File: src/rtl/spd_consts.svh
// constants for the system pll divider and lock logic
// assumes a single 100 MHz ref_clk domain
`ifndef SPD_CONSTS_SVH
`define SPD_CONSTS_SVH

// ****************************************
// divider ranges
// ****************************************
`define SPD_N_MAX 256
`define SPD_M_MAX 32768
`define SPD_P_MAX 32
`define SPD_N_W 8
`define SPD_M_W 15
`define SPD_P_W 5

// ****************************************
// lock detector
// ****************************************
`define SPD_LOCK_COUNT 8
`define SPD_LOCK_CNT_W 4
`define SPD_PHASE_TOL 8'h04
`define SPD_PHASE_W 8

// ****************************************
// reset values
// ****************************************
`define SPD_RST_NDEC 8'h00
`define SPD_RST_MDEC 15'h0000
`define SPD_RST_PDEC 5'h00

`endif

File: src/rtl/spd_pkg.sv
// types for the system pll divider and lock logic
// assumes spd_consts.svh is on the include path
`default_nettype none
`include "spd_consts.svh"

package spd_pkg;

	// ****************************************
	// loop state
	// ****************************************
	typedef enum logic [1:0] {
		SPD_OFF = 2'b00,
		SPD_ACQ = 2'b01,
		SPD_LOCKED = 2'b10
	} spd_state_t;

endpackage

`default_nettype wire

File: src/rtl/spd_div_if.sv
// interface carrying one divider's settings and its enable pulse
// assumes one clock domain
`default_nettype none

interface spd_div_if #(parameter int W = 8);
	logic [W-1:0] ratio_m1;
	logic run;
	logic tick;
	modport ctl (output ratio_m1, output run, input tick);
	modport div (input ratio_m1, input run, output tick);
endinterface

`default_nettype wire

File: src/rtl/spd_pll_ctrl.sv
// system pll divider chain and digital lock detector
// assumes pin clocks arrive as levels, sampled on ref_clk
// Summary of operation
// - pre-divider divides input by 1 to 256
// - feedback divides by M or 2M, M to 32768
// - post-divider passes clock or divides by 2P
// - dividers take encoded values, decoded here
// - lock rises after over seven good comparisons
// - one bad comparison clears count, drops lock
// - input clocks 32 kHz to 25 MHz accepted
// - output spans 1.2 to 150 MHz
// - divided oscillator compared with pre-divided input
// - power-down resets dividers, holds lock low
// - new dividers apply when power-down clears
`default_nettype none
`include "spd_consts.svh"

module spd_pll_ctrl #(
	parameter int NW = `SPD_N_W,
	parameter int MW = `SPD_M_W,
	parameter int PW = `SPD_P_W
) (
	input wire logic ref_clk,
	input wire logic arst_n,
	input wire logic clk_in_pin,
	input wire logic cco_pin,
	input wire logic pll_power_down_bit,
	input wire logic [NW-1:0] ndec,
	input wire logic [MW-1:0] mdec,
	input wire logic [PW-1:0] pdec,
	input wire logic bypass_post,
	input wire logic bypass_cco_div2,
	output logic fb_clk,
	output logic out_clk,
	output logic pll_lock,
	output logic lock_status
);
	logic [2:0] in_sync_q;
	logic [2:0] cco_sync_q;
	logic in_rise;
	logic cco_rise;
	logic [NW-1:0] n_q;
	logic [MW-1:0] m_q;
	logic [PW-1:0] p_q;
	logic run;
	logic half_q;
	logic fb_tick;
	logic [`SPD_PHASE_W-1:0] phase_q;
	logic wait_fb_q;
	logic armed_q;
	logic cmp_bad;
	logic [`SPD_LOCK_CNT_W-1:0] good_q;
	logic lock_q;
	logic [1:0] stat_q;
	spd_pkg::spd_state_t state_q;

	spd_div_if #(.W(NW)) nd();
	spd_div_if #(.W(MW)) md();
	spd_div_if #(.W(PW)) pd();

	// ****************************************
	// decode: stored code is ratio minus one
	// ****************************************
	function automatic logic [MW-1:0] dec_ratio(input logic [MW-1:0] code);
		dec_ratio = code;
	endfunction

	// ****************************************
	// pin synchronisers
	// ****************************************
	always_ff @(posedge ref_clk or negedge arst_n)
	begin
		if (!arst_n)
		begin
			in_sync_q <= '0;
			cco_sync_q <= '0;
		end
		else
		begin
			in_sync_q <= {in_sync_q[1:0], clk_in_pin};
			cco_sync_q <= {cco_sync_q[1:0], cco_pin};
		end
	end

	assign in_rise = in_sync_q[1] && !in_sync_q[2];
	assign cco_rise = cco_sync_q[1] && !cco_sync_q[2];
	assign run = !pll_power_down_bit;

	// ****************************************
	// divider settings, captured in power-down
	// ****************************************
	always_ff @(posedge ref_clk or negedge arst_n)
	begin
		if (!arst_n)
		begin
			n_q <= `SPD_RST_NDEC;
			m_q <= `SPD_RST_MDEC;
			p_q <= `SPD_RST_PDEC;
		end
		else if (pll_power_down_bit)
		begin
			n_q <= ndec;
			m_q <= dec_ratio(mdec);
			p_q <= pdec;
		end
	end

	assign nd.ratio_m1 = n_q;
	assign nd.run = run;
	assign md.ratio_m1 = m_q;
	assign md.run = run;
	assign pd.ratio_m1 = p_q;
	assign pd.run = run && !bypass_post;

	spd_divider #(.W(NW)) u_ndiv (.ref_clk(ref_clk), .arst_n(arst_n), .src_en(in_rise), .d(nd));
	spd_divider #(.W(MW)) u_mdiv (.ref_clk(ref_clk), .arst_n(arst_n), .src_en(cco_rise), .d(md));
	spd_divider #(.W(PW)) u_pdiv (.ref_clk(ref_clk), .arst_n(arst_n), .src_en(cco_rise), .d(pd));

	// ****************************************
	// optional extra halving in feedback
	// ****************************************
	always_ff @(posedge ref_clk or negedge arst_n)
	begin
		if (!arst_n)
			half_q <= 1'b0;
		else if (!run)
			half_q <= 1'b0;
		else if (md.tick && !bypass_cco_div2)
			half_q <= !half_q;
	end

	assign fb_tick = md.tick && (bypass_cco_div2 || half_q);

	// ****************************************
	// output clocks
	// ****************************************
	always_ff @(posedge ref_clk or negedge arst_n)
	begin
		if (!arst_n)
		begin
			fb_clk <= 1'b0;
			out_clk <= 1'b0;
		end
		else if (!run)
		begin
			fb_clk <= 1'b0;
			out_clk <= 1'b0;
		end
		else
		begin
			if (fb_tick)
				fb_clk <= !fb_clk;
			if (bypass_post)
				out_clk <= cco_sync_q[1];
			else if (pd.tick)
				out_clk <= !out_clk;
		end
	end

	// ****************************************
	// phase measurement, reference vs feedback
	// ****************************************
	always_ff @(posedge ref_clk or negedge arst_n)
	begin
		if (!arst_n)
		begin
			phase_q <= '0;
			wait_fb_q <= 1'b0;
		end
		else if (!run)
		begin
			phase_q <= '0;
			wait_fb_q <= 1'b0;
		end
		else if (nd.tick)
		begin
			phase_q <= '0;
			wait_fb_q <= !fb_tick;
		end
		else if (fb_tick)
			wait_fb_q <= 1'b0;
		else if (wait_fb_q && phase_q != '1)
			phase_q <= phase_q + 1'b1;
	end

	// ****************************************
	// first tick after start judges no window
	// ****************************************
	always_ff @(posedge ref_clk or negedge arst_n)
	begin
		if (!arst_n)
			armed_q <= 1'b0;
		else if (!run)
			armed_q <= 1'b0;
		else if (nd.tick)
			armed_q <= 1'b1;
	end

	assign cmp_bad = wait_fb_q || !armed_q || (phase_q > `SPD_PHASE_TOL);

	// ****************************************
	// good counter and lock
	// ****************************************
	always_ff @(posedge ref_clk or negedge arst_n)
	begin
		if (!arst_n)
			good_q <= '0;
		else if (!run)
			good_q <= '0;
		else if (nd.tick)
		begin
			if (cmp_bad)
				good_q <= '0;
			else if (good_q != `SPD_LOCK_CNT_W'(`SPD_LOCK_COUNT))
				good_q <= good_q + 1'b1;
		end
	end

	always_ff @(posedge ref_clk or negedge arst_n)
	begin
		if (!arst_n)
			state_q <= spd_pkg::SPD_OFF;
		else if (!run)
			state_q <= spd_pkg::SPD_OFF;
		else
		begin
			unique case (state_q)
				spd_pkg::SPD_OFF: state_q <= spd_pkg::SPD_ACQ;
				spd_pkg::SPD_ACQ:
					if (good_q == `SPD_LOCK_CNT_W'(`SPD_LOCK_COUNT))
						state_q <= spd_pkg::SPD_LOCKED;
				spd_pkg::SPD_LOCKED:
					if (nd.tick && cmp_bad)
						state_q <= spd_pkg::SPD_ACQ;
				default: state_q <= spd_pkg::SPD_OFF;
			endcase
		end
	end

	always_ff @(posedge ref_clk or negedge arst_n)
	begin
		if (!arst_n)
			lock_q <= 1'b0;
		else
			lock_q <= run && state_q == spd_pkg::SPD_LOCKED
				&& !(nd.tick && cmp_bad);
	end

	assign pll_lock = lock_q;

	// ****************************************
	// status bit for software side
	// ****************************************
	always_ff @(posedge ref_clk or negedge arst_n)
	begin
		if (!arst_n)
			stat_q <= '0;
		else
			stat_q <= {stat_q[0], lock_q};
	end

	assign lock_status = stat_q[1];
endmodule

`default_nettype wire

File: src/rtl/spd_divider.sv
// programmable counter divider giving a one-cycle enable every ratio cycles
// assumes src_en marks the edges of the clock being divided
`default_nettype none

module spd_divider #(
	parameter int W = 8
) (
	input wire logic ref_clk,
	input wire logic arst_n,
	input wire logic src_en,
	spd_div_if.div d
);
	logic [W-1:0] cnt_q;

	// ****************************************
	// count down, reload on terminal
	// ****************************************
	always_ff @(posedge ref_clk or negedge arst_n)
	begin
		if (!arst_n)
			cnt_q <= '0;
		else if (!d.run)
			cnt_q <= '0;
		else if (src_en)
		begin
			if (cnt_q == '0)
				cnt_q <= d.ratio_m1;
			else
				cnt_q <= cnt_q - 1'b1;
		end
	end

	assign d.tick = d.run && src_en && (cnt_q == '0);
endmodule

`default_nettype wire

File: config.mk
export PLATFORM = sky130hd
export DESIGN_NAME = spd_pll_ctrl
export DESIGN_NICKNAME = d
export VERILOG_FILES = /design/src/rtl/spd_pkg.sv /design/src/rtl/spd_div_if.sv /design/src/rtl/spd_pll_ctrl.sv /design/src/rtl/spd_divider.sv
export VERILOG_INCLUDE_DIRS = /design/src /design/src/rtl
export SDC_FILE = /design/constraint.sdc
export NUM_CORES = 1
export LEC_CHECK = 0
export BUFFER_PORTS_ARGS = -buffer_cell sky130_fd_sc_hd__buf_2
export CAP_MARGIN = 20
export CORE_AREA = 2 2 117 119
export CTS_BUF_LIST = sky130_fd_sc_hd__clkbuf_4 sky130_fd_sc_hd__clkbuf_8 sky130_fd_sc_hd__clkbuf_16
export DETAILED_ROUTE_END_ITERATION = 7
export DIE_AREA = 0 0 119 121
export GPL_TIMING_DRIVEN = 0
export HOLD_SLACK_MARGIN = 0.1
export SLEW_MARGIN = 20
export SYNTH_ARGS = -nofsm -noshare
export SYNTH_HDL_FRONTEND = slang
export SYNTH_HIERARCHICAL = 1
export SYNTH_SLANG_ARGS = --single-unit
File: constraint.sdc
create_clock -name ref_clk -period 3 [get_ports ref_clk]
set_input_delay 0.6 -clock ref_clk [delete_from_list [all_inputs] [get_ports ref_clk]]
set_output_delay 0.6 -clock ref_clk [all_outputs]
set_load 0.01 [all_outputs]
# ---- Word level (Yosys, flattened, before mapping)
# Index checks and enable logic that the tools add are counted.
dict set report totals {
  register_bits 84
  out_inout_bits 4
  word_cells 111
}
dict set report classes {
  n_addsub 5
  order_cmp 1
  n_eq_ne 9
  muxes 33
  reduce_logical 45
}
# op count
set ops {}
lappend ops {{8-bit two-way mux} 7}
lappend ops {{15-bit two-way mux} 3}
lappend ops {{4-bit two-way mux} 4}
lappend ops {{1-bit logical AND} 15}
lappend ops {{15-bit logical NOT} 1}
lappend ops {{5-bit two-way mux} 3}
lappend ops {{15-bit by 1-bit subtractor with 15-bit output, second input constant} 1}
lappend ops {{1-bit two-way mux} 12}
lappend ops {{3-bit nonzero test} 4}
lappend ops {{1-bit logical NOT} 11}
lappend ops {{2-bit nonzero test} 5}
lappend ops {{8-bit by 1-bit adder with 8-bit output, second input constant} 1}
lappend ops {{8-bit by 3-bit greater-than comparator with 1-bit output, second input constant} 1}
lappend ops {{8-bit logical NOT} 1}
lappend ops {{8-bit inequality test, second input constant} 1}
lappend ops {{8-bit by 1-bit subtractor with 8-bit output, second input constant} 1}
lappend ops {{2-bit two-way mux} 3}
lappend ops {{3-bit inequality test, second input constant} 2}
lappend ops {{2-bit one-hot mux with 3 select lines} 1}
lappend ops {{2-bit AND reduction} 3}
lappend ops {{5-bit logical NOT} 1}
lappend ops {{5-bit by 1-bit subtractor with 5-bit output, second input constant} 1}
lappend ops {{4-bit by 1-bit adder with 4-bit output, second input constant} 1}
lappend ops {{4-bit == test, second input constant} 1}
lappend ops {{other kinds (7)} 9}

# ---- Depth between registers and ports, before layout
# Gate-level depths: netlist of run 1.
dict set report depth {
  depth_word 8
  mapped_depth 10
  depth_no_buf 9
}

# ---- Hierarchy
# The synthesis of run 1 kept the hierarchy.
# module n_inst cells_each area_each_um2 seq_area_each_um2
set modules_own_cells {}
lappend modules_own_cells {spd_pll_ctrl 1 177 2358.5 1401.3}
lappend modules_own_cells {{spd_divider (u_mdiv)} 1 122 1079.8 375.4}
lappend modules_own_cells {{spd_divider (u_ndiv)} 1 57 526.8 200.2}
lappend modules_own_cells {{spd_divider (u_pdiv)} 1 32 321.6 125.1}

# ---- Worst setup path after synthesis of run 1
# No wires, ideal clock.
dict set report synth_path {
  kind {input to register}
  from {input port pll_power_down_bit}
  to {register phase_q[6]}
  arrival_ns 2.790
  required_ns 2.922
  slack_ns 0.132
  stages 10
  path_cell_list {clkdlybuf4s15_1 -> buf_1 -> inv_1 -> clkbuf_1 -> inv_1 -> nor3_1 -> o21ai_2 -> o211ai_1 -> or4_1 -> a21oi_1}
}
dict set report synth_via {
  elab_chain_len 6
  elab_cells_between_ends 11
}
# element line
set synth_rtl {}
lappend synth_rtl {{start, declared} spd_pll_ctrl.sv:27} ;# input wire logic pll_power_down_bit,
lappend synth_rtl {{1-bit logical NOT} spd_pll_ctrl.sv:87} ;# assign run = !pll_power_down_bit;
lappend synth_rtl {{net md.run} spd_div_if.sv:7} ;# logic run;
lappend synth_rtl {{1-bit logical AND (2 in series)} spd_divider.sv:33} ;# assign d.tick = d.run && src_en && (cnt_q == '0);
lappend synth_rtl {{net md.tick} spd_div_if.sv:8} ;# logic tick;
lappend synth_rtl {{1-bit logical AND} spd_pll_ctrl.sv:132} ;# assign fb_tick = md.tick && (bypass_cco_div2 || half_q);
lappend synth_rtl {{3-bit by 2-bit inequality test with 1-bit output (no line)} -}
lappend synth_rtl {{2-bit AND reduction (no line)} -}
lappend synth_rtl {{end signal, assigned} spd_pll_ctrl.sv:183} ;# phase_q <= phase_q + 1'b1;
lappend synth_rtl {{end, declared} spd_pll_ctrl.sv:48} ;# logic [`SPD_PHASE_W-1:0] phase_q;
# The timed path passes the listed nets, and every way through them passes these cells.
# A chain may end at the register's enable or synchronous reset.

# ---- Final worst setup path of run 1
# Ends and elaborated chain as after synthesis.

==> flow_summary.toml, run 1 <==
[power_and_ir_drop]
leakagePower_nw = 2.191
power.total_mw = 3.404
ir_drop_uv = 263.0
power_density_nw_per_um2 = 669.1

[timing]
fmax_mhz = 375.1
hold_slack_ns = 0.2775
tightest_slew_ns = 0.7036
setup_violations = 0
final.min_clock_period_ns = 2.666
rsz0062_at_grt = "no"
timing.final.max_slew_violations = 0
fin_skew_ns = 0.009230
finalCritPeriodShare_pct = 88.86
slew_headroom_pct = 53.10
setup-tns-final_ns = 0
hold_viol_final = 0

[cts]
cts_made_buffers = 9
clkSinkCount = 84
clk_latency_ns = 0.34
ctsHtreeMaxLevel = 3
cts_root_buf = "clkbuf_16"
clk_pin_slew_ns = 0.06
clockBufferDepth = 2
tritoncts = "built"

[setup_path]
path_cells = "clkdlybuf4s15_1, buf_2, clkinvlp_4, inv_1, nor3_2, o21ai_2, o211ai_1, or4_1, a21oi_1"
worstPathArrival_ns = 2.93
cp_top_family = "buffers and inverters"
crit_buf_inv = 4
crit_slowest_cell = "or4_1"
crit_type = "in2reg"
start_kind = "primary input"
crit_fanout = 10
cp.required_ns = 3.26
end_kind = "flip-flop"
slowest_delay_ns = 0.47

[detailed_routing]
wl_per_cell_um = 14.59
route.detailed.drc = 0
antenna_left = 0
post_drt_via_cell_ratio = 5.132
vias = 3182
drt_pass1_iterations = 4
drtIter0Drc = 206
routed_wl_um = 9047

[cells_and_area]
num-nets-final = 483
antenna_cells = 0
final_area_um2 = 5087
drive_gt1_share_pct = 27.70
final_common_cell = "dfrtp_1"
area_growth_pct = 18.68
final_cell_mix = "dfrtp_1 (84), buf_2 (38), mux2_2 (30)"

[global_route]
busiest_layer = "met2"
use_met3_pct = 4.276
met2_usage_pct = 22.05
grt_pass1_wl_um = 15550
first_global_vias = 3207
use_met1_pct = 16.99
grt_max_degree = 48
antenna_found_initial = 0
grt.total_usage_pct = 13.63
overflow = 0

[synthesis]
syn_nets = 432
synth_cell_types = 70
synth-seq-area-share_pct = 49.04
synth-edff-count = 0
ys_ff_latch = 84
synth_area_um2 = 4287
async_flop_share_pct = 100.0
synthCells = 388
synth_area_per_cell_um2 = 11.05
ys_warn_count = 6
synth_ff_type = "dfrtp_1"

[floorplan]
core_area_um2 = 13090
fp.dieArea_um2 = 14400
dieWidth_um = 119
fp-row-count = 42
fp.dieH_um = 121
ios = 39
start_util_pct = 32.76

[min_path]
hold_path.class = "in2async"

[outcome]
status = "complete, no violations"

[placement]
dpl_cell_area_um2 = 4715
io_buffer_count = 37
gp_congestion = 0.8212
place.detailed.hpwl_um = 6418

[job]
drv_cap = 0
stage by stage:
| stage | std cells | utilization (%) | worst slack [ns] |
|---|---|---|---|
| floorplan | 388 | - | 0.1322 |
| global placement | 601 | 35.86 | -0.8509 |
| detailed placement | 602 | 36.03 | -0.8643 |
| CTS | 618 | 38.67 | 0.08944 |
| global route | 620 | 38.88 | 0.1600 |
| finish | 620 | 38.88 | 0.3341 |
state kept, by name, indices dropped and copies added, names as in the netlist, 4 cells and up:
register / flops
u_mdiv/cnt_q: 15
u_pdiv/cnt_q: 5
p_q: 5
good_q: 4
m_q: 15
phase_q: 8
u_ndiv/cnt_q: 8
n_q: 8
cell families after synthesis:
group | after synthesis | synth area share (%)
buffers and inverters | 33 | 3.415
AOI/OAI and AO/OA | 82 | 14.04
DFF | 84 | 49.04
and+or+nand+nor | 132 | 19.00
muxes | 41 | 10.45
adders and majority gates | 9 | 2.627
xor gates and xnor gates | 7 | 1.430
routing by layer:
layer	vias to the layer above	share of wire [%]
li1	1546	-
met1	1575	46
met2	55	49
met3	6	4.6
met4	0	0.65
met5	-	0
synth_stat cells (4+ instances only):
cell | count | area share [%]
mux2i_1 | 11 | 2.6
a31oi_1 | 6 | 0.88
o22ai_1 | 5 | 0.73
nand2b_1 | 8 | 1.2
nor2b_1 | 5 | 0.73
o21ai_0 | 13 | 1.5
xnor2_1 | 4 | 0.82
nor2_1 | 21 | 1.8
nor3_1 | 12 | 1.4
mux2_2 | 30 | 7.9
o31ai_1 | 5 | 0.88
ha_1 | 9 | 2.6
a211oi_1 | 6 | 1.1
dfrtp_1 | 84 | 49
clkbuf_1 | 5 | 0.44
nand2_1 | 24 | 2.1
inv_1 | 20 | 1.8
a21oi_1 | 16 | 1.9
and3_2 | 4 | 0.70
nor3b_1 | 4 | 0.70
or4_1 | 6 | 1.1
nand3_1 | 10 | 1.2
nand4_1 | 7 | 1.0
power breakdown:
| part | switching [mW] | internal (mW) |
|---|---|---|
| Clock | 0.437 | 0.795 |
| Sequential | 0.108 | 1.23 |
| Combinational | 0.448 | 0.382 |
worst paths after layout:
| path | start | end | slack [ns] | depth (start not counted) |
|---|---|---|---|---|
| max | pll_power_down_bit | phase_q[6] | 0.33 | 9 |
| min | arst_n | u_pdiv/cnt_q[4] | 0.28 | 1 |
| max reg2reg | u_mdiv/cnt_q[0] | phase_q[1] | 0.38 | 10 |
| min reg2reg | in_sync_q[0] | in_sync_q[1] | 0.35 | 0 |
| max in group asynchronous | arst_n | phase_q[5] | 2.09 | 2 |
| min in group ref_clk | in_sync_q[0] | in_sync_q[1] | 0.35 | 0 |
area by class of cell:
type	instances	area, um2
clock buffers	13	267.8
repair buffers	41	230.2
multi-input cells	271	2051
plain buffers	12	68.82
inverters	20	78.83
fillers	1262	7998
well taps	176	220.2
clock inverters	3	68.82
flip-flops and latches	84	2102
what timing repair did:
item | in CTS | in global routing
endpoints found under the setup margin | 9 | 5
pin swaps | 0 | 1
buffers inserted | 1 | 2
gates resized for setup | 2 | 3
hold buffers | 0 | 0
cloned | 0 | 0
Power figures use the tool's default switching activity.
==> run 2: changes to the inputs <==
--- a/config.mk
+++ b/config.mk
@@ -14,6 +14,7 @@
 export DIE_AREA = 0 0 119 121
 export GPL_TIMING_DRIVEN = 0
 export HOLD_SLACK_MARGIN = 0.1
+export PLACE_DENSITY = 0.52
 export SLEW_MARGIN = 20
 export SYNTH_ARGS = -nofsm -noshare
 export SYNTH_HDL_FRONTEND = slang
==> run 2 against run 1 <==
Compared with the run above:
- via count up 1.4%
- die area did not move
- wire length up 2.2%
- critical path depth up 2
- worst setup slack worse by 0.069 ns
- power fell by 3.7%
- largest power group unchanged
- highest routed layer unchanged
==> flow_summary.toml, run 2 (same netlist as run 1, synthesis figures left out) <==
[cts]
cts_made_buffers = 9
clockBufferDepth = 2
clk_latency_ns = 0.35
tritoncts = "built"
ctsHtreeMaxLevel = 3
clk_pin_slew_ns = 0.07
clkSinkCount = 84
cts_root_buf = "clkbuf_16"
cts_hold_buf = 0

[global_route]
grt_max_degree = 49
grt_pass1_wl_um = 15930
antenna_found_initial = 0
first_global_vias = 3189
grt.total_usage_pct = 14.11
overflow = 0

[power_and_ir_drop]
power.total_mw = 3.279
power_density_nw_per_um2 = 648.7
leakagePower_nw = 2.155
ir_drop_uv = 256.9

[detailed_routing]
vias = 3225
drt_pass1_iterations = 4
wl_per_cell_um = 14.94
drtIter0Drc = 126
route.detailed.drc = 0
routed_wl_um = 9247
post_drt_via_cell_ratio = 5.210
antenna_left = 0

[timing]
finalCritPeriodShare_pct = 91.17
fmax_mhz = 365.6
setup-tns-final_ns = 0
hold_slack_ns = 0.2212
tightest_slew_ns = 0.7180
final.min_clock_period_ns = 2.735
slew_headroom_pct = 52.13
setup_violations = 0
fin_skew_ns = 0.01084
rsz0062_at_grt = "no"
hold_viol_final = 0
timing.final.max_slew_violations = 0

[floorplan]
ios = 39
fp.dieH_um = 121
fp-row-count = 42
fp.dieArea_um2 = 14400
core_area_um2 = 13090
dieWidth_um = 119
start_util_pct = 32.76

[placement]
io_buffer_count = 37
place.detailed.hpwl_um = 6483
gp_congestion = 0.7766

[setup_path]
crit_fanout = 10
crit_type = "in2reg"
end_kind = "flip-flop"
start_kind = "primary input"
cp.required_ns = 3.27
worstPathArrival_ns = 3.01
ff2ff_setup_slack_ns = 0.33

[cells_and_area]
multi_input_comb_area_um2 = 2051
fill_cells = 1289
antenna_cells = 0
register_area_um2 = 2102
num-nets-final = 482
area_growth_pct = 17.92
fin_util_pct = 38.63
reg_top3 = "m_q (15), u_mdiv/cnt_q (15)"
drive_gt1_share_pct = 27.77
final_common_cell = "dfrtp_1"
final_cell_mix = "dfrtp_1 (84), buf_2 (37), mux2_2 (30)"

[min_path]
hold_path.class = "in2async"

[outcome]
status = "complete, no violations"

[job]
drv_cap = 0
[run 2: cell types whose count changed in the layout (fill, tap and decap cells not counted), sizes merged]
cell and change:
clkinvlp +4, clkinv +1, clkbuf -3, bufinv -1, buf -2
[run 2: worst max-delay path, stage by stage]
cell and delay [ns]:
clkdlybuf4s15_1 0.31, buf_4 0.27, clkinvlp_4 0.24, clkbuf_2 0.27, clkinvlp_4 0.20, nor3_2 0.09
o21ai_2 0.16, o211ai_1 0.15, buf_4 0.18, or4_1 0.39, a21oi_1 0.15
[run 2: power by group]
| group | internal, mW | switching, mW | leakage (nW) |
|---|---|---|---|
| Combinational | 0.367 | 0.456 | 0.935 |
| Clock | 0.647 | 0.469 | 0.138 |
| Sequential | 1.23 | 0.108 | 1.08 |
[run 2: timing repair]
action,4_1_cts,5_1_grt
buffers inserted,0,1
endpoints found under the setup margin,8,8
pin swaps,0,1
resized for setup,2,7
[run 2: layout make-up]
class / count / share of cell area (%)
sequential: 84 / 41.58
inverter: 20 / 1.634
clock buffer: 9 / 4.455
clock inverter: 7 / 1.485
tap: 176 / 4.356
buffer: 13 / 1.510
multi-input combinational: 271 / 40.57
timing repair buffer: 39 / 4.406
[run 2: worst paths after layout]
| check | start | endpoint | cells past startpoint |
|---|---|---|---|
| max | pll_power_down_bit | phase_q[6] | 11 |
| min | arst_n | p_q[1] | 1 |
| max reg2reg | u_mdiv/cnt_q[0] | phase_q[1] | 11 |
| min reg2reg | cco_sync_q[0] | cco_sync_q[1] | 0 |
| max in group asynchronous | arst_n | u_mdiv/cnt_q[2] | 2 |
| min in group ref_clk | cco_sync_q[0] | cco_sync_q[1] | 0 |
[run 2: metal layers]
layer	GRT usage [%]	up-vias	routed length, um
met1	18.36	1606	4465
met4	7.366	0	234
met5	0	-	0
met3	2.820	18	290
met2	22.27	50	4256
li1	-	1551	-
[run 2: metrics by stage]
stage	std cells	cell area [um2]	setup WS, ns
after floorplan	388	4287	0.1322
after global placement	601	4692	-0.7751
after detailed placement	602	4722	-0.7802
after CTS	618	5025	0.008707
after global routing	619	5055	0.01611
final	619	5055	0.2648
